$ cat src/hw/l21c_params.svh
// Offsets, field positions and reset values for the line-21 control port
`ifndef L21C_PARAMS_SVH
`define L21C_PARAMS_SVH

// Seven-bit slave addresses, direction flag excluded
`define L21C_ADDR_FIRST   7'h14
`define L21C_ADDR_SECOND  7'h15

// Direction flag values in the address byte
`define L21C_DIR_READ     1'b1
`define L21C_DIR_WRITE    1'b0

// Bit count of a byte before its acknowledge slot
`define L21C_BYTE_BITS    4'h8

// Settings word field positions
`define L21C_F_CHAN_LO    0
`define L21C_F_CHAN_HI    3
`define L21C_F_DEC_ON     4
`define L21C_F_ROWS15     5
`define L21C_F_LINES13    6
`define L21C_F_BOX_BG     7
`define L21C_F_EXT_ATTR   8
`define L21C_F_DATA_ON    9
`define L21C_F_PAL        10
`define L21C_F_VLOCK_EXT  11
`define L21C_F_HLOCK_EXT  12
`define L21C_F_VCO_EXT    13
`define L21C_F_MONO       14
`define L21C_F_IRQ_EN     15
`define L21C_F_BOX_LO     16
`define L21C_F_BOX_HI     23

// Settings after reset: first caption channel, 15 rows, 13 lines, box,
// extended attributes on, box timing 27 half-microseconds (13.5 us)
`define L21C_CFG_RESET    24'h1B01E0

`endif

$ cat src/hw/l21c_pkg.sv
// Types shared by the line-21 control port
package l21c_pkg;
   // Two-wire slave sequencer states
   typedef enum logic [2:0] {
      ST_IDLE,
      ST_ADDR,
      ST_ADDR_ACK,
      ST_WR,
      ST_WR_ACK,
      ST_RD,
      ST_RD_ACK
   } l21c_state_t;

   // Display channel selection
   typedef enum logic [3:0] {
      CH_CAP1,
      CH_CAP2,
      CH_CAP3,
      CH_CAP4,
      CH_TXT1,
      CH_TXT2,
      CH_TXT3,
      CH_TXT4,
      CH_XDS,
      CH_USER
   } l21c_chan_t;
endpackage

$ cat src/hw/l21c_sync.sv
// Two-stage synchroniser for the six pin inputs
module l21c_sync
(
   // Clock and reset
   input  wire logic       clk_sys_in,
   input  wire logic       nrst_in,
   // Asynchronous pins and their synchronised copies
   input  wire logic [5:0] pins_in,
   output logic      [5:0] pins_out
);
   logic [5:0] meta_q;

   // First stage feeds only the second stage
   always_ff @(posedge clk_sys_in)
   begin
      if (!nrst_in)
      begin
         meta_q   <= 6'h3F;
         pins_out <= 6'h3F;
      end
      else
      begin
         meta_q   <= pins_in;
         pins_out <= meta_q;
      end
   end
endmodule

$ cat src/hw/l21c_port.sv
// Two-wire slave control port of the line-21 decoder
// Contract
// Mode pin low selects two-wire slave; separate data output stays released.
// Mode pin and enable pin both low hold the whole part in reset.
// System may drive enable from a low-active reset or tie it high.
// Address select low answers 28h/29h, high answers 2Ah/2Bh.
// Address byte LSB is direction: one read, zero write.
// Own address after start is acknowledged on the ninth clock.
// Receiver acknowledges by holding data low on the ninth clock.
// Transmitter changes data after clock fall, MSB first; receiver samples on rise.
// Start is data falling with clock high; stop is data rising with clock high.
// Master starts only on idle bus; data steady while clock high.
// Master makes clock, starts and stops; device never drives clock.
// Vertical lock on video turns the shared vsync pin into interrupt output.
// Interrupt asserts on any programmed event; host write clears it.
// Reset loads default settings listed for channel, display and interrupt.
// Channel choice covers captions, text in two fields, extended data, user.
// Serial port is the only path for settings, data readout, display load.
// Device is always a slave and never starts a transfer.
// Mode pin high selects three-wire slave mode instead.
// Foreign address after start gets no acknowledge; data line stays released.
module l21c_port
(
   // Clock and reset
   input  wire logic             clk_sys_in,
   input  wire logic             nrst_in,
   // Mode, enable and address select pins
   input  wire logic             serial_mode_select_in,
   input  wire logic             serial_port_enable_in,
   input  wire logic             addr_select_in,
   // Two-wire bus pins
   input  wire logic             scl_in,
   input  wire logic             sda_in,
   output logic                  sda_out,
   output logic                  sda_oe_out,
   output logic                  separate_serial_output_out,
   output logic                  separate_serial_output_oe_out,
   output logic                  three_wire_mode_out,
   output logic                  part_reset_out,
   // Shared vsync input / interrupt output pin
   input  wire logic             vsync_in_or_irq_in,
   output logic                  vsync_in_or_irq_out,
   output logic                  vsync_in_or_irq_oe_out,
   output logic                  vsync_sync_out,
   // Received bytes toward the command decoder
   output logic [7:0]            rx_data_out,
   output logic                  rx_valid_out,
   output logic                  rx_first_out,
   input  wire logic             wr_ack_in,
   // Bytes to send on reads
   input  wire logic [7:0]       tx_data_in,
   output logic                  tx_taken_out,
   // Settings word written by the command decoder
   input  wire logic             cfg_we_in,
   input  wire logic [23:0]      cfg_wdata_in,
   output logic [23:0]           cfg_out,
   output l21c_pkg::l21c_chan_t  channel_out,
   // Interrupt events, programmed set and clear
   input  wire logic [7:0]       event_in,
   input  wire logic [7:0]       event_mask_in,
   input  wire logic             irq_clear_in,
   output logic                  irq_pending_out
);
   import l21c_pkg::*;

   `include "l21c_params.svh"

   logic [5:0]  pins_s;
   logic        scl_s;
   logic        sda_s;
   logic        sms_s;
   logic        sen_s;
   logic        asel_s;
   logic        vsync_s;
   logic        scl_p;
   logic        sda_p;
   logic        part_rst_q;
   logic        rst_n;
   logic        start_det;
   logic        stop_det;
   logic        scl_rise;
   logic        scl_fall;
   l21c_state_t state_q;
   logic [3:0]  cnt_q;
   logic [7:0]  shift_q;
   logic        dir_q;
   logic        ack_q;
   logic        sda_drv_q;
   logic        first_q;
   logic        addr_hit;
   logic [23:0] cfg_q;

   // Own address for the selected slot
   function automatic logic addr_match(input logic [6:0] a, input logic sel);
      addr_match = (a == (sel ? `L21C_ADDR_SECOND : `L21C_ADDR_FIRST));
   endfunction

   ////////////////////////////////////////////////////////////////////////
   // Pin synchronisation and bus conditions

   l21c_sync u_sync
   (
      .clk_sys_in (clk_sys_in),
      .nrst_in    (nrst_in),
      .pins_in    ({vsync_in_or_irq_in, addr_select_in, serial_port_enable_in,
                    serial_mode_select_in, sda_in, scl_in}),
      .pins_out   (pins_s)
   );

   assign scl_s   = pins_s[0];
   assign sda_s   = pins_s[1];
   assign sms_s   = pins_s[2];
   assign sen_s   = pins_s[3];
   assign asel_s  = pins_s[4];
   assign vsync_s = pins_s[5];

   // both pins low
   always_ff @(posedge clk_sys_in)
   begin
      if (!nrst_in)
         part_rst_q <= 1'b0;
      else
         part_rst_q <= !sms_s && !sen_s;
   end

   assign rst_n = nrst_in && !part_rst_q;

   // Previous bus levels for edge finding
   always_ff @(posedge clk_sys_in)
   begin
      if (!rst_n)
      begin
         scl_p <= 1'b1;
         sda_p <= 1'b1;
      end
      else
      begin
         scl_p <= scl_s;
         sda_p <= sda_s;
      end
   end

   // start and stop while clock high
   assign start_det = scl_s && scl_p && sda_p && !sda_s;
   assign stop_det  = scl_s && scl_p && !sda_p && sda_s;
   assign scl_rise  = scl_s && !scl_p;
   assign scl_fall  = !scl_s && scl_p;
   // address select
   assign addr_hit  = addr_match(shift_q[7:1], asel_s);

   ////////////////////////////////////////////////////////////////////////
   // Slave sequencer

   // slave only; R11 clock is never driven
   always_ff @(posedge clk_sys_in)
   begin
      if (!rst_n)
      begin
         state_q      <= ST_IDLE;
         cnt_q        <= 4'h0;
         shift_q      <= 8'h00;
         dir_q        <= `L21C_DIR_WRITE;
         ack_q        <= 1'b0;
         sda_drv_q    <= 1'b0;
         first_q      <= 1'b0;
         rx_data_out  <= 8'h00;
         rx_valid_out <= 1'b0;
         rx_first_out <= 1'b0;
         tx_taken_out <= 1'b0;
      end
      else
      begin
         rx_valid_out <= 1'b0;
         tx_taken_out <= 1'b0;
         // three-wire mode keeps this sequencer idle
         if (sms_s || stop_det)
         begin
            state_q   <= ST_IDLE;
            sda_drv_q <= 1'b0;
         end
         else if (start_det)
         begin
            state_q   <= ST_ADDR;
            cnt_q     <= 4'h0;
            sda_drv_q <= 1'b0;
         end
         else
         begin
            case (state_q)
               ST_IDLE:
               begin
                  sda_drv_q <= 1'b0;
               end
               ST_ADDR:
               begin
                  // sample on rising clock
                  if (scl_rise)
                  begin
                     shift_q <= {shift_q[6:0], sda_s};
                     cnt_q   <= cnt_q + 4'h1;
                  end
                  else if (scl_fall && cnt_q == `L21C_BYTE_BITS)
                  begin
                     // acknowledge own address; R19 ignore others
                     if (addr_hit)
                     begin
                        state_q   <= ST_ADDR_ACK;
                        sda_drv_q <= 1'b1;
                        // direction flag in address LSB
                        dir_q     <= shift_q[0];
                     end
                     else
                        state_q <= ST_IDLE;
                  end
               end
               ST_ADDR_ACK:
               begin
                  if (scl_fall)
                  begin
                     cnt_q <= 4'h0;
                     if (dir_q == `L21C_DIR_READ)
                     begin
                        // first bit out after fall, MSB first
                        state_q      <= ST_RD;
                        shift_q      <= tx_data_in;
                        sda_drv_q    <= !tx_data_in[7];
                        tx_taken_out <= 1'b1;
                     end
                     else
                     begin
                        state_q   <= ST_WR;
                        sda_drv_q <= 1'b0;
                        first_q   <= 1'b1;
                     end
                  end
               end
               ST_WR:
               begin
                  if (scl_rise)
                  begin
                     shift_q <= {shift_q[6:0], sda_s};
                     cnt_q   <= cnt_q + 4'h1;
                  end
                  else if (scl_fall && cnt_q == `L21C_BYTE_BITS)
                  begin
                     // acknowledge received byte when accepted
                     state_q      <= ST_WR_ACK;
                     sda_drv_q    <= wr_ack_in;
                     rx_data_out  <= shift_q;
                     rx_first_out <= first_q;
                     rx_valid_out <= 1'b1;
                     first_q      <= 1'b0;
                  end
               end
               ST_WR_ACK:
               begin
                  if (scl_fall)
                  begin
                     state_q   <= ST_WR;
                     cnt_q     <= 4'h0;
                     sda_drv_q <= 1'b0;
                  end
               end
               ST_RD:
               begin
                  if (scl_rise)
                     cnt_q <= cnt_q + 4'h1;
                  else if (scl_fall)
                  begin
                     if (cnt_q == `L21C_BYTE_BITS)
                     begin
                        state_q   <= ST_RD_ACK;
                        sda_drv_q <= 1'b0;
                     end
                     else
                     begin
                        shift_q   <= {shift_q[6:0], 1'b0};
                        sda_drv_q <= !shift_q[6];
                     end
                  end
               end
               ST_RD_ACK:
               begin
                  // master acknowledge sampled on ninth rise
                  if (scl_rise)
                     ack_q <= !sda_s;
                  else if (scl_fall)
                  begin
                     cnt_q <= 4'h0;
                     if (ack_q)
                     begin
                        state_q      <= ST_RD;
                        shift_q      <= tx_data_in;
                        sda_drv_q    <= !tx_data_in[7];
                        tx_taken_out <= 1'b1;
                     end
                     else
                        state_q <= ST_IDLE;
                  end
               end
               default:
               begin
                  state_q   <= ST_IDLE;
                  sda_drv_q <= 1'b0;
               end
            endcase
         end
      end
   end

   // Open-drain data line and released separate output
   assign sda_out                       = 1'b0;
   assign sda_oe_out                    = sda_drv_q;
   // separate output released in two-wire mode
   assign separate_serial_output_out    = 1'b0;
   assign separate_serial_output_oe_out = 1'b0;
   assign three_wire_mode_out           = sms_s;
   assign part_reset_out                = part_rst_q;

   ////////////////////////////////////////////////////////////////////////
   // Settings and interrupt

   // defaults on reset; R16 loaded only via the serial port
   always_ff @(posedge clk_sys_in)
   begin
      if (!rst_n)
         cfg_q <= `L21C_CFG_RESET;
      else if (cfg_we_in)
         cfg_q <= cfg_wdata_in;
   end

   assign cfg_out = cfg_q;
   // channel selection decode
   assign channel_out = l21c_chan_t'(cfg_q[`L21C_F_CHAN_HI:`L21C_F_CHAN_LO]);

   // sticky events, set wins over clear
   always_ff @(posedge clk_sys_in)
   begin
      if (!rst_n)
         irq_pending_out <= 1'b0;
      else if (|(event_in & event_mask_in))
         irq_pending_out <= 1'b1;
      else if (irq_clear_in)
         irq_pending_out <= 1'b0;
   end

   // pin is an output while vertical lock is on video
   assign vsync_in_or_irq_oe_out = !cfg_q[`L21C_F_VLOCK_EXT];
   // Interrupt level only reaches the pin while the pin is an output
   assign vsync_in_or_irq_out    = irq_pending_out && cfg_q[`L21C_F_IRQ_EN]
                                   && !cfg_q[`L21C_F_VLOCK_EXT];
   assign vsync_sync_out         = vsync_s;

   ////////////////////////////////////////////////////////////////////////
   // Assertions

   a_sdo_released: assert property (@(posedge clk_sys_in) disable iff (!nrst_in)
      !separate_serial_output_oe_out && !(sms_s && sda_drv_q && $past(sms_s)))
      else $error("separate output or data line driven wrongly");

   a_part_reset_hold: assert property (@(posedge clk_sys_in) disable iff (!nrst_in)
      (!sms_s && !sen_s) |=> part_rst_q ##1 (state_q == ST_IDLE && cfg_q == `L21C_CFG_RESET))
      else $error("part not held in reset");

   a_addr_ack_own: assert property (@(posedge clk_sys_in) disable iff (!rst_n)
      (state_q == ST_ADDR && scl_fall && cnt_q == `L21C_BYTE_BITS && addr_hit
       && !sms_s && !start_det && !stop_det) |=> (state_q == ST_ADDR_ACK && sda_drv_q))
      else $error("own address not acknowledged");

   a_foreign_nack: assert property (@(posedge clk_sys_in) disable iff (!rst_n)
      (state_q == ST_ADDR && scl_fall && cnt_q == `L21C_BYTE_BITS && !addr_hit
       && !sms_s && !start_det && !stop_det) |=> (state_q == ST_IDLE && !sda_drv_q))
      else $error("foreign address acknowledged");

   a_dir_captured: assert property (@(posedge clk_sys_in) disable iff (!rst_n)
      (state_q == ST_ADDR_ACK && $past(state_q) == ST_ADDR) |-> dir_q == $past(shift_q[0]))
      else $error("direction flag not captured");

   a_read_msb_first: assert property (@(posedge clk_sys_in) disable iff (!rst_n)
      (state_q == ST_ADDR_ACK && dir_q && scl_fall && !sms_s && !start_det && !stop_det)
      |=> (state_q == ST_RD && sda_drv_q == !$past(tx_data_in[7]) && tx_taken_out))
      else $error("read byte not started MSB first");

   a_start_enters: assert property (@(posedge clk_sys_in) disable iff (!rst_n)
      (start_det && !sms_s) |=> (state_q == ST_ADDR && cnt_q == 4'h0 && !sda_drv_q))
      else $error("start not recognised");

   a_stop_leaves: assert property (@(posedge clk_sys_in) disable iff (!rst_n)
      stop_det |=> (state_q == ST_IDLE && !sda_drv_q))
      else $error("stop not recognised");

   a_irq_sticky: assert property (@(posedge clk_sys_in) disable iff (!rst_n)
      (|(event_in & event_mask_in)) |=> irq_pending_out)
      else $error("interrupt event lost");

   a_irq_clear: assert property (@(posedge clk_sys_in) disable iff (!rst_n)
      (irq_clear_in && !(|(event_in & event_mask_in))) |=> !irq_pending_out)
      else $error("interrupt not cleared");

   a_irq_pin_dir: assert property (@(posedge clk_sys_in) disable iff (!nrst_in)
      vsync_in_or_irq_out |-> (vsync_in_or_irq_oe_out && irq_pending_out))
      else $error("interrupt driven while pin is an input");
endmodule

$ cat config.mk
export PLATFORM = sky130hd
export DESIGN_NAME = l21c_port
export DESIGN_NICKNAME = d
export VERILOG_FILES = /design/src/hw/l21c_pkg.sv /design/src/hw/l21c_sync.sv /design/src/hw/l21c_port.sv
export VERILOG_INCLUDE_DIRS = /design/src /design/src/hw
export SDC_FILE = /design/constraint.sdc
export NUM_CORES = 1
export LEC_CHECK = 0
export ABC_AREA = 1
export BUFFER_PORTS_ARGS = -buffer_cell sky130_fd_sc_hd__buf_2
export CAP_MARGIN = 10
export CORE_MARGIN = 2
export CORE_UTILIZATION = 44
export CTS_CLUSTER_SIZE = 40
export DETAILED_ROUTE_END_ITERATION = 7
export HOLD_SLACK_MARGIN = 0.1
export PLACE_DENSITY = 0.76
export SYNTH_ARGS = -nofsm -noshare
export SYNTH_HDL_FRONTEND = slang
export SYNTH_HIERARCHICAL = 1
export SYNTH_SLANG_ARGS = --single-unit
$ cat constraint.sdc
create_clock -name clk_sys_in -period 3.2 [get_ports clk_sys_in]
set_clock_uncertainty 0.2 [all_clocks]
set_input_delay 0.64 -clock clk_sys_in [delete_from_list [all_inputs] [get_ports clk_sys_in]]
set_output_delay 0.64 -clock clk_sys_in [all_outputs]
set_load 0.05 [all_outputs]
# Yosys cells after proc, flatten, opt, wreduce, memory -nomap -nowiden
# Cells that the tools add are included.
# word_totals
ff_bits	70
input_bits	59
elab_cells	170
# op_classes
n_bitwise	7
eq_ne	38
muxes	61
add_sub_neg	1
reduce_logical	44
# ops
op	count
2-to-1 mux 8 bit	9
AND reduction 12 bit	4
2-to-1 mux 3 bit	13
!= test 2 bit, second input constant	17
!= test 3 bit, second input constant	11
one-hot mux 8 bit (4 select lines)	1
2-to-1 mux 1 bit	28
one-hot mux 3 bit (7 select lines)	1
2-to-1 mux 4 bit	4
logical AND 1 bit	12
one-hot mux 4 bit (3 select lines)	1
zero test 1 bit	10
equality test 3 bit, second input constant	3
bitwise AND 8 bit	1
AND reduction 4 bit	2
nonzero test 4 bit	2
OR reduction 8 bit	1
equality test 7 x 5 -> 1 bit	1
AND reduction 7 bit	1
equality test 3 x 2 -> 1 bit, second input constant	2
inverter 1 bit	6
one-hot mux 1 bit (6 select lines)	1
AND reduction 6 bit	1
OR reduction 2 bit	3
other kinds (13)	16

# Longest topological paths before layout
# Gate-level depths: netlist (run 1).
# depth
word_depth	7
depth_mapped	11
ltp_nobuf	11

# Modules after synthesis
# The synthesis (run 1) kept the hierarchy.
# by_module_without_submodules
module	n_inst	area_each_um2	cells_per_inst	seq_area_each_um2
l21c_port	1	2894.0	427	1161.1
l21c_sync	1	341.6	37	240.2

# Worst setup path before layout (run 1)
# Ideal clock, no wire load.
# synth_path
path_kind	register to output
start	register irq_pending_out
end	output port vsync_in_or_irq_out
arrival_ns	1.390
path_stages_with_launch	3
required_ns	2.360
path_slack_ns	0.970
path_cell_list	dfxtp_1 nand2_1 nor2_1
# synth_between
elab_chain_cells	2
# synth_lines
element	line	source
from (decl)	l21c_port.sv:62	output logic irq_pending_out
from (signal assigned)	l21c_port.sv:340	irq_pending_out <= 1'b0;
from (signal assigned)	l21c_port.sv:342	irq_pending_out <= 1'b1;
from (signal assigned)	l21c_port.sv:344	irq_pending_out <= 1'b0;
logical AND 1 bit (2 in series)	l21c_port.sv:350	assign vsync_in_or_irq_out = irq_pending_out && cfg_q[`L21C_F_IRQ_EN]
to (decl)	l21c_port.sv:42	output logic vsync_in_or_irq_out,
# Every way passes these cells.

# Worst setup path after layout (run 1)
# layout_path
start	register state_q[2]
end	register cnt_q[3]
# layout_between
elab_chain_cells	4
# layout_lines
element	line	source
from (decl)	l21c_port.sv:83	l21c_state_t state_q;
from (signal assigned)	l21c_port.sv:159	state_q <= ST_IDLE;
from (signal assigned)	l21c_port.sv:178	state_q <= ST_IDLE;
from (signal assigned)	l21c_port.sv:183	state_q <= ST_ADDR;
equality test 3 bit (tied with other cells)	l21c_port.sv:189	case (state_q)
OR reduction 3 bit (no source line) / OR reduction 2 bit (equally long branches)	-	
!= test 3 x 1 -> 1 bit (no source line) (tied with other cells)	-	
AND reduction 4 bit (no source line) / 2-to-1 mux 4 bit (equally long branches)	-	
to (signal assigned)	l21c_port.sv:200	cnt_q <= cnt_q + 4'h1;
to (signal assigned)	l21c_port.sv:242	cnt_q <= cnt_q + 4'h1;
to (signal assigned)	l21c_port.sv:267	cnt_q <= cnt_q + 4'h1;
to (decl)	l21c_port.sv:84	logic [3:0] cnt_q;
# Parallel ways exist; a longest one is shown, timed or not.
# A chain may end at the register's enable or synchronous reset.

==> results_dict.tcl, run 1 <==
set metrics [dict create \
    status "completed" \
    post-route-period-util 0.6535 \
    placed_cell_area_sq_mm 0.003767 \
    nFillCells 707 \
    io_buffers 104 \
    syn-cell-area_sq_mm 0.003236 \
    core_area_sq_mm 0.007176 \
    grt_max_degree 33 \
    final_hold_viol_count 0 \
    clk_pin_slew_worst_paths_ns 0.07 \
    crit_path_top_delay_cell "dfxtp_1" \
    busiest_layer "met2" \
    routed_wl_um 7178 \
    grt_pass1_vias 2933 \
    cp-end-kind "flip-flop" \
    fp-row-count 31 \
    nNetsFinal 623 \
    mostFrequentLayoutCells "131 x nand2_1, 104 x buf_2, 70 x dfxtp_1" \
    htreeDepth 3 \
    yosysUniqueCellTypes 33 \
    place_congestion 0.8815 \
    arrival_ns 2.08 \
    final_common_cell "nand2_1" \
    dpl.hpwl_um 5379 \
    use_met1 0.2230 \
    grt_use_total 0.1857 \
    setup_tns_ns 0 \
    ys_seq_area_frac 0.4331 \
    cts_hold_buf 0 \
    ctsResizeCount 0 \
    first_pass_iters 5 \
    grt_pass1_wl_um 12390 \
    drive_gt1_frac 0.2663 \
    antenna_cells 0 \
    fp.dieW_um 89.76 \
    power.density_mw_per_mm2 504.2 \
    design_power_total_mw 2.024 \
    clock_latency_ns 0.34 \
    antenna_left 0 \
    startpoint_type "flip-flop" \
    root_buffer "clkbuf_8" \
    path_buf_inv 1 \
    initial_core_util 0.4509 \
    worstPathMaxFanout 13 \
    met2_usage 0.3144 \
    cts_buffer_depth 2 \
    finalSetupViolCount 0 \
    slew_headroom 0.5151 \
    worstPathRequired_ns 3.19 \
    syn_to_final_growth_pct 24.09 \
    dieArea_sq_mm 0.008056 \
    worst_slew_pin_slew_ns 0.7266 \
    boundaryPins 108 \
    vias 3112 \
    fin_crit_ns 2.091 \
    wl_per_cell_um 10.78 \
    fin_area_sq_mm 0.004015 \
    drt_iter0_drc 176 \
    criticalPathCategory "flip-flop to flip-flop" \
    ys_ff_latch 70 \
    viasPerCell 4.673 \
    clock_sinks 70 \
    hold_slack_ns 0.1977 \
    drc_errors 0 \
    r2r_slack_ns 1.11 \
    leakage_nw 2.079 \
    min_path_type "flip-flop to flip-flop" \
    antenna_found_initial 0 \
    rsz0062_at_grt "no" \
    cpMostUsedCell "nand2_2" \
    overflow 0 \
    max-cap-violations 0 \
    crit_family "simple AND/OR/NAND/NOR gates" \
    syn_avg_cell_area_sq_um 6.973 \
    vdd_drop_max_v 0.0002776 \
    slew_violations 0 \
    cp_cell_sequence "inv_1 -> nand2_1 -> nand2_2 -> nand2_2 -> nor2_1 -> nor2_4 -> nand2_2 -> nand2_1 -> a21oi_1" \
    grtUsageMet3 0.06119 \
    numCtsBuffers 9 \
    syn_inst 464 \
    fmax_mhz 478.2 \
    cts_tree "done" \
    yosysWarnings 6 \
    max_stage_delay_ns 0.47 \
    fp.dieH_um 89.76 \
    cts_setup_buffers 0 \
]
## report_power, final
part | total (mW) | switching (mW) | leakage (nW) | internal, mW
Sequential | 0.913 | 0.0145 | 0.573 | 0.898
Combinational | 0.245 | 0.174 | 1.39 | 0.0711
Clock | 0.866 | 0.326 | 0.120 | 0.541
## final cells by class
class	count	area (sq um)	share of cell area
Clock buffer	11	141.4	0.03521
Clock inverter	5	106.4	0.02649
Inverter	65	244.0	0.06077
Multi-Input combinational cell	310	1463	0.3643
Sequential cell	70	1401	0.3490
Tap cell	99	123.9	0.03085
Timing Repair Buffer	106	535.5	0.1334
## cells in the mapped netlist
cell type	number	area, sq um
nand2_1	131	491.7
dfxtp_1	70	1401
inv_1	62	232.7
nor2_1	41	153.9
nand3_1	40	200.2
a21oi_1	36	180.2
o21ai_0	16	80.08
buf_4	10	75.07
nand2_2	8	50.05
a21oi_2	7	61.31
clkbuf_1	7	26.28
nor3_1	5	25.02
inv_2	3	11.26
nand4_1	3	18.77
nor2_4	3	33.78
buf_2	2	10.01
ha_1	2	25.02
nand3_2	2	20.02
nor2_2	2	12.51
a211oi_1	1	7.510
a221oi_1	1	8.760
a22o_1	1	8.760
buf_6	1	11.26
buf_8	1	15.01
conb_1	1	3.750
nand2_4	1	11.26
nand3_4	1	17.52
nor4_1	1	6.260
o21a_1	1	7.510
o21ai_1	1	5.000
o21ai_2	1	8.760
or2_2	1	6.260
xor2_1	1	8.760
## sequential cells by signal, indices dropped and copies added (netlist names)
| name | count |
|---|---|
| cfg_out | 24 |
| rx_data_out | 8 |
| shift_q | 8 |
| u_sync/meta_q | 6 |
| u_sync/pins_out | 6 |
| cnt_q | 4 |
| state_q | 3 |
| ack_q | 1 |
| dir_q | 1 |
| first_q | 1 |
| irq_pending_out | 1 |
| part_reset_out | 1 |
| rx_first_out | 1 |
| rx_valid_out | 1 |
| scl_p | 1 |
| sda_oe_out | 1 |
| sda_p | 1 |
| tx_taken_out | 1 |
## metal layers
metal,vias up,share of wire
met5,-,0
met4,0,0.0078
met3,5,0.083
met2,121,0.47
met1,1352,0.44
li1,1634,-
## worst register-to-register path: stages, from the launching register on
cell	delay, ns
dfxtp_1	0.47
inv_1	0.14
nand2_1	0.31
nand2_2	0.24
nand2_2	0.13
nor2_1	0.07
nor2_4	0.17
nand2_2	0.09
nand2_1	0.08
a21oi_1	0.06
## through the flow
stage,cells,setup slack (ns),util
final,666,1.109,0.5595
after global placement,650,1.130,0.5250
after floorplan,466,0.9703,-
after CTS,666,1.120,0.5595
after detailed placement,650,1.113,0.5250
after global routing,666,0.9066,0.5595
## kinds of logic (layout without fill, tap and decap cells)
family                     count (synthesis)  after routing  synth area share
AOI/OAI and AO/OA                         65             65            0.1137
xor gates and xnor gates                   1              1          0.002707
adders and majority gates                  2              2          0.007733
buffers and inverters                     86            187            0.1179
DFF                                       70             70            0.4331
other                                      1              3          0.001159
and+or+nand+nor                          239            239            0.3237
## final timing paths
| check | from | to | cells past startpoint |
|---|---|---|---|
| min | u_sync/pins_out[3]$_SDFF_PN1_ | part_reset_out$_SDFF_PN0_ | 1 |
| max reg2reg | state_q[2]$_SDFFE_PP0P_ | cnt_q[3]$_SDFFE_PN0P_ | 9 |
| min reg2reg | u_sync/pins_out[3]$_SDFF_PN1_ | part_reset_out$_SDFF_PN0_ | 1 |
| max | state_q[2]$_SDFFE_PP0P_ | cnt_q[3]$_SDFFE_PN0P_ | 9 |
(Power assumes the default switching activity.)
==> run 2, diff against run 1 <==
--- a/config.mk
+++ b/config.mk
@@ -6,7 +6,7 @@
 export SDC_FILE = /design/constraint.sdc
 export NUM_CORES = 1
 export LEC_CHECK = 0
-export ABC_AREA = 1
+export ABC_AREA = 0
 export BUFFER_PORTS_ARGS = -buffer_cell sky130_fd_sc_hd__buf_2
 export CAP_MARGIN = 10
 export CORE_MARGIN = 2
@@ -14,7 +14,7 @@
 export CTS_CLUSTER_SIZE = 40
 export DETAILED_ROUTE_END_ITERATION = 7
 export HOLD_SLACK_MARGIN = 0.1
-export PLACE_DENSITY = 0.76
+export PLACE_DENSITY = 0.77
 export SYNTH_ARGS = -nofsm -noshare
 export SYNTH_HDL_FRONTEND = slang
 export SYNTH_HIERARCHICAL = 1
==> constraint.sdc (replaced) <==
create_clock -name clk_sys_in -period 2.1 [get_ports clk_sys_in]
set_clock_uncertainty 0.2 [all_clocks]
set_input_delay 0.42 -clock clk_sys_in [delete_from_list [all_inputs] [get_ports clk_sys_in]]
set_output_delay 0.42 -clock clk_sys_in [all_outputs]
set_load 0.05 [all_outputs]
==> run 2 against run 1 <==
First-iteration DRC count fell by 19%. Non-clock buffer count rose by 23. Utilization rose by 2.5 points. Register-to-register slack got worse by 0.97 ns. Clock power rose by 3.6%. Via count fell by 15%. Final area fell by 1.6%. Sequential share of layout area rose by 0.58 points. Wire length fell by 2.4%. Largest power group unchanged. Highest routed layer unchanged.
==> results_dict.tcl, run 2 <==
set metrics [dict create \
    vdd_drop_max_v 0.0005184 \
    place_congestion 0.9003 \
    reg2reg_depth 8 \
    final_hold_viol_count 0 \
    p_int_mw 1.921 \
    post-synth-top-count-cell "dfxtp_1" \
    fmax_mhz 509.8 \
    routed_wl_um 7006 \
    wl_per_cell_um 13.55 \
    whs_path_depth 3 \
    yosysTopAreaCell "dfxtp_1" \
    rsz0062_at_grt "yes" \
    arrival_ns 2.01 \
    worst_slew_pin_slew_ns 0.4967 \
    p_switching_uw 747.9 \
    fp.dieW_um 87.37 \
    grt_use_total 0.1879 \
    ys_ff_latch 70 \
    nFillCells 585 \
    netlist_top_cells_area "dfxtp_1 46%, mux2i_1 15%, nor2_1 5.5%" \
    boundaryPins 108 \
    clock_latency_ns 0.34 \
    drive_gt1_frac 0.3387 \
    leakage_nw 1.786 \
    max-cap-violations 0 \
    grt_pass1_vias 2467 \
    fp-row-count 30 \
    hold_slack_ns 0.1160 \
    cts_buffer_depth 2 \
    slew_headroom 0.6658 \
    p_comb_frac 0.142 \
    io_buffers 104 \
    slew_violations 0 \
    vias 2650 \
    cts_setup_buffers 0 \
    timing.final.ws_setup_ns 0.1386 \
    final_common_cell "buf_2" \
    setup_tns_ns 0 \
    viasPerCell 5.126 \
    clk_pin_slew_worst_paths_ns 0.08 \
    power.density_mw_per_mm2 675.3 \
    mostFrequentLayoutCells "104 x buf_2, 69 x dfxtp_1, 45 x mux2i_1, 45 x nor2_1, 17 x nand2_1" \
    antenna_cells 0 \
    yosysWarnings 6 \
    cp_num_cells 8 \
    dp_slack_ns 0.1023 \
    min_path_type "input pin to flip-flop" \
    design_power_total_mw 2.669 \
    p_sw_frac 0.2802 \
    worstPathRequired_ns 2.15 \
    r2r_slack_ns 0.14 \
    startpoint_type "flip-flop" \
    post-route-period-util 0.9340 \
    root_buffer "clkbuf_8" \
    seqPwrFrac 0.522 \
    cp-startpoint "cnt_q[0]$_SDFFE_PN0P_" \
    synth_top_area_frac 0.4583 \
    placed_cell_area_sq_mm 0.003657 \
    dp_cells 490 \
    antenna_left 0 \
    worst_r2r_endpoint "shift_q[2]$_SDFFE_PN0P_" \
    power_frac_clock 0.336 \
    finalSetupViolCount 0 \
    htreeDepth 3 \
    fin_crit_ns 1.961 \
    yosysUniqueCellTypes 55 \
    cp-end-kind "flip-flop" \
    clock_sinks 70 \
    largest_register_ffs 24 \
    overflow 0 \
    max_stage_delay_ns 0.39 \
    status "completed" \
    initial_core_util 0.4526 \
    cp_cell_sequence "inv_1 -> ha_1 -> nand3b_1 -> nor2_1 -> nor4_4 -> buf_6 -> nor2_1 -> a211oi_1" \
    async_flop_share 0 \
    drc_errors 0 \
    ys_seq_area_frac 0.4583 \
    synthFlopType "dfxtp_1" \
    criticalPathCategory "flip-flop to flip-flop" \
    postLayoutCoreUtil 0.5850 \
    syn_to_final_growth_pct 29.26 \
    worstPathMaxFanout 16 \
    cp-endpoint "shift_q[2]$_SDFFE_PN0P_" \
    syn_avg_cell_area_sq_um 9.646 \
    grt_max_degree 39 \
    syn-cell-area_sq_mm 0.003058 \
    nNetsFinal 494 \
    crit_path_top_delay_cell "dfxtp_1" \
    numCtsBuffers 9 \
    path_buf_inv 2 \
    dieArea_sq_mm 0.007633 \
    fin_area_sq_mm 0.003953 \
    cts_tree "done" \
    synth_edf_count 0 \
    syn_inst 317 \
    antenna_found_initial 0 \
    dpl.hpwl_um 4983 \
    yosys-top-cells-count "70 x dfxtp_1, 45 x mux2i_1, 45 x nor2_1" \
    first_pass_iters 4 \
    final_cells 517 \
    cpMostUsedCell "nor2_1" \
    drt_iter0_drc 143 \
    fp.dieH_um 87.37 \
    crit_family "simple AND/OR/NAND/NOR gates" \
    core_area_sq_mm 0.006756 \
    grt_pass1_wl_um 11260 \
    r2r-start "cnt_q[0]$_SDFFE_PN0P_" \
]
## run 2: cell count changes after synthesis, sizes merged, moves of 3 or more
| cell | delta |
|---|---|
| nand2 | -123 |
| nand4 | -3 |
| a211oi | +8 |
| nand2b | +21 |
| o21ai | -12 |
| a21oi | -37 |
| nor4 | +4 |
| buf | +4 |
| nand3 | -38 |
| nor2b | +5 |
| mux2i | +45 |
| inv | -60 |
| a31oi | +4 |
## run 2: cell type report
cell class | count | area (sq um) | area share
clock buffer | 11 | 131.4 | 0.03324
clock inverter | 4 | 25.02 | 0.006331
inverter | 5 | 18.77 | 0.004748
multi-input combinational | 218 | 1508 | 0.3815
sequential | 70 | 1403 | 0.3549
tap | 80 | 100.1 | 0.02532
timing repair buffer | 129 | 767.0 | 0.1940
## run 2: worst min-delay path by stage
stage                                       start                   endpoint  slack, ns
floorplan           u_sync/pins_out[3]$_SDFF_PN1_  part_reset_out$_SDFF_PN0_       0.17
global placement    u_sync/pins_out[3]$_SDFF_PN1_  part_reset_out$_SDFF_PN0_       0.18
detailed placement  u_sync/pins_out[3]$_SDFF_PN1_  part_reset_out$_SDFF_PN0_       0.18
CTS                               cfg_wdata_in[3]    cfg_out[3]$_SDFFE_PN0P_       0.10
global route                      cfg_wdata_in[8]    cfg_out[8]$_SDFFE_PN1P_       0.11
finish                            cfg_wdata_in[3]    cfg_out[3]$_SDFFE_PN0P_       0.12
## run 2: worst reg2reg max path, cell delays in order (launching register included)
cell and delay (ns):
dfxtp_1 0.39, inv_1 0.10, ha_1 0.21, nand3b_1 0.18, nor2_1 0.11, nor4_4 0.22
buf_6 0.21, nor2_1 0.06, a211oi_1 0.21
## run 2: what timing repair did
item | CTS | global route
endpoints found under the setup margin | 0 | 14
endpoints found under the hold margin | 12 | 0
hold buffers | 12 | 0
resized for setup | 0 | 5
## run 2: cells by family after synthesis
group,count (synthesis),share of synthesized area
AOI/OAI and AO/OA,45,0.1125
adders and majority gates,2,0.008182
DFF,70,0.4583
muxes,45,0.1473
and+or+nand+nor,120,0.2083
xor gates and xnor gates,3,0.008594
buffers and inverters,31,0.05565
other,1,0.001226
## run 2: metal layers
metal | vias up | part of all wire | global-route usage
met4 | 0 | 0.018 | 0.07413
met2 | 86 | 0.50 | 0.3175
met1 | 1220 | 0.43 | 0.2263
li1 | 1334 | - | -
met3 | 10 | 0.053 | 0.05024
met5 | - | 0 | 0
## run 2: power by group through the flow
stage	registers, mW	logic (mW)	clock network (mW)
5_1_grt	1.40	0.403	0.979
3_3_place_gp	1.42	0.354	0
4_1_cts	1.39	0.378	0.922
6_report	1.39	0.379	0.897
2_1_floorplan	1.53	0.151	0
3_5_place_dp	1.42	0.361	0
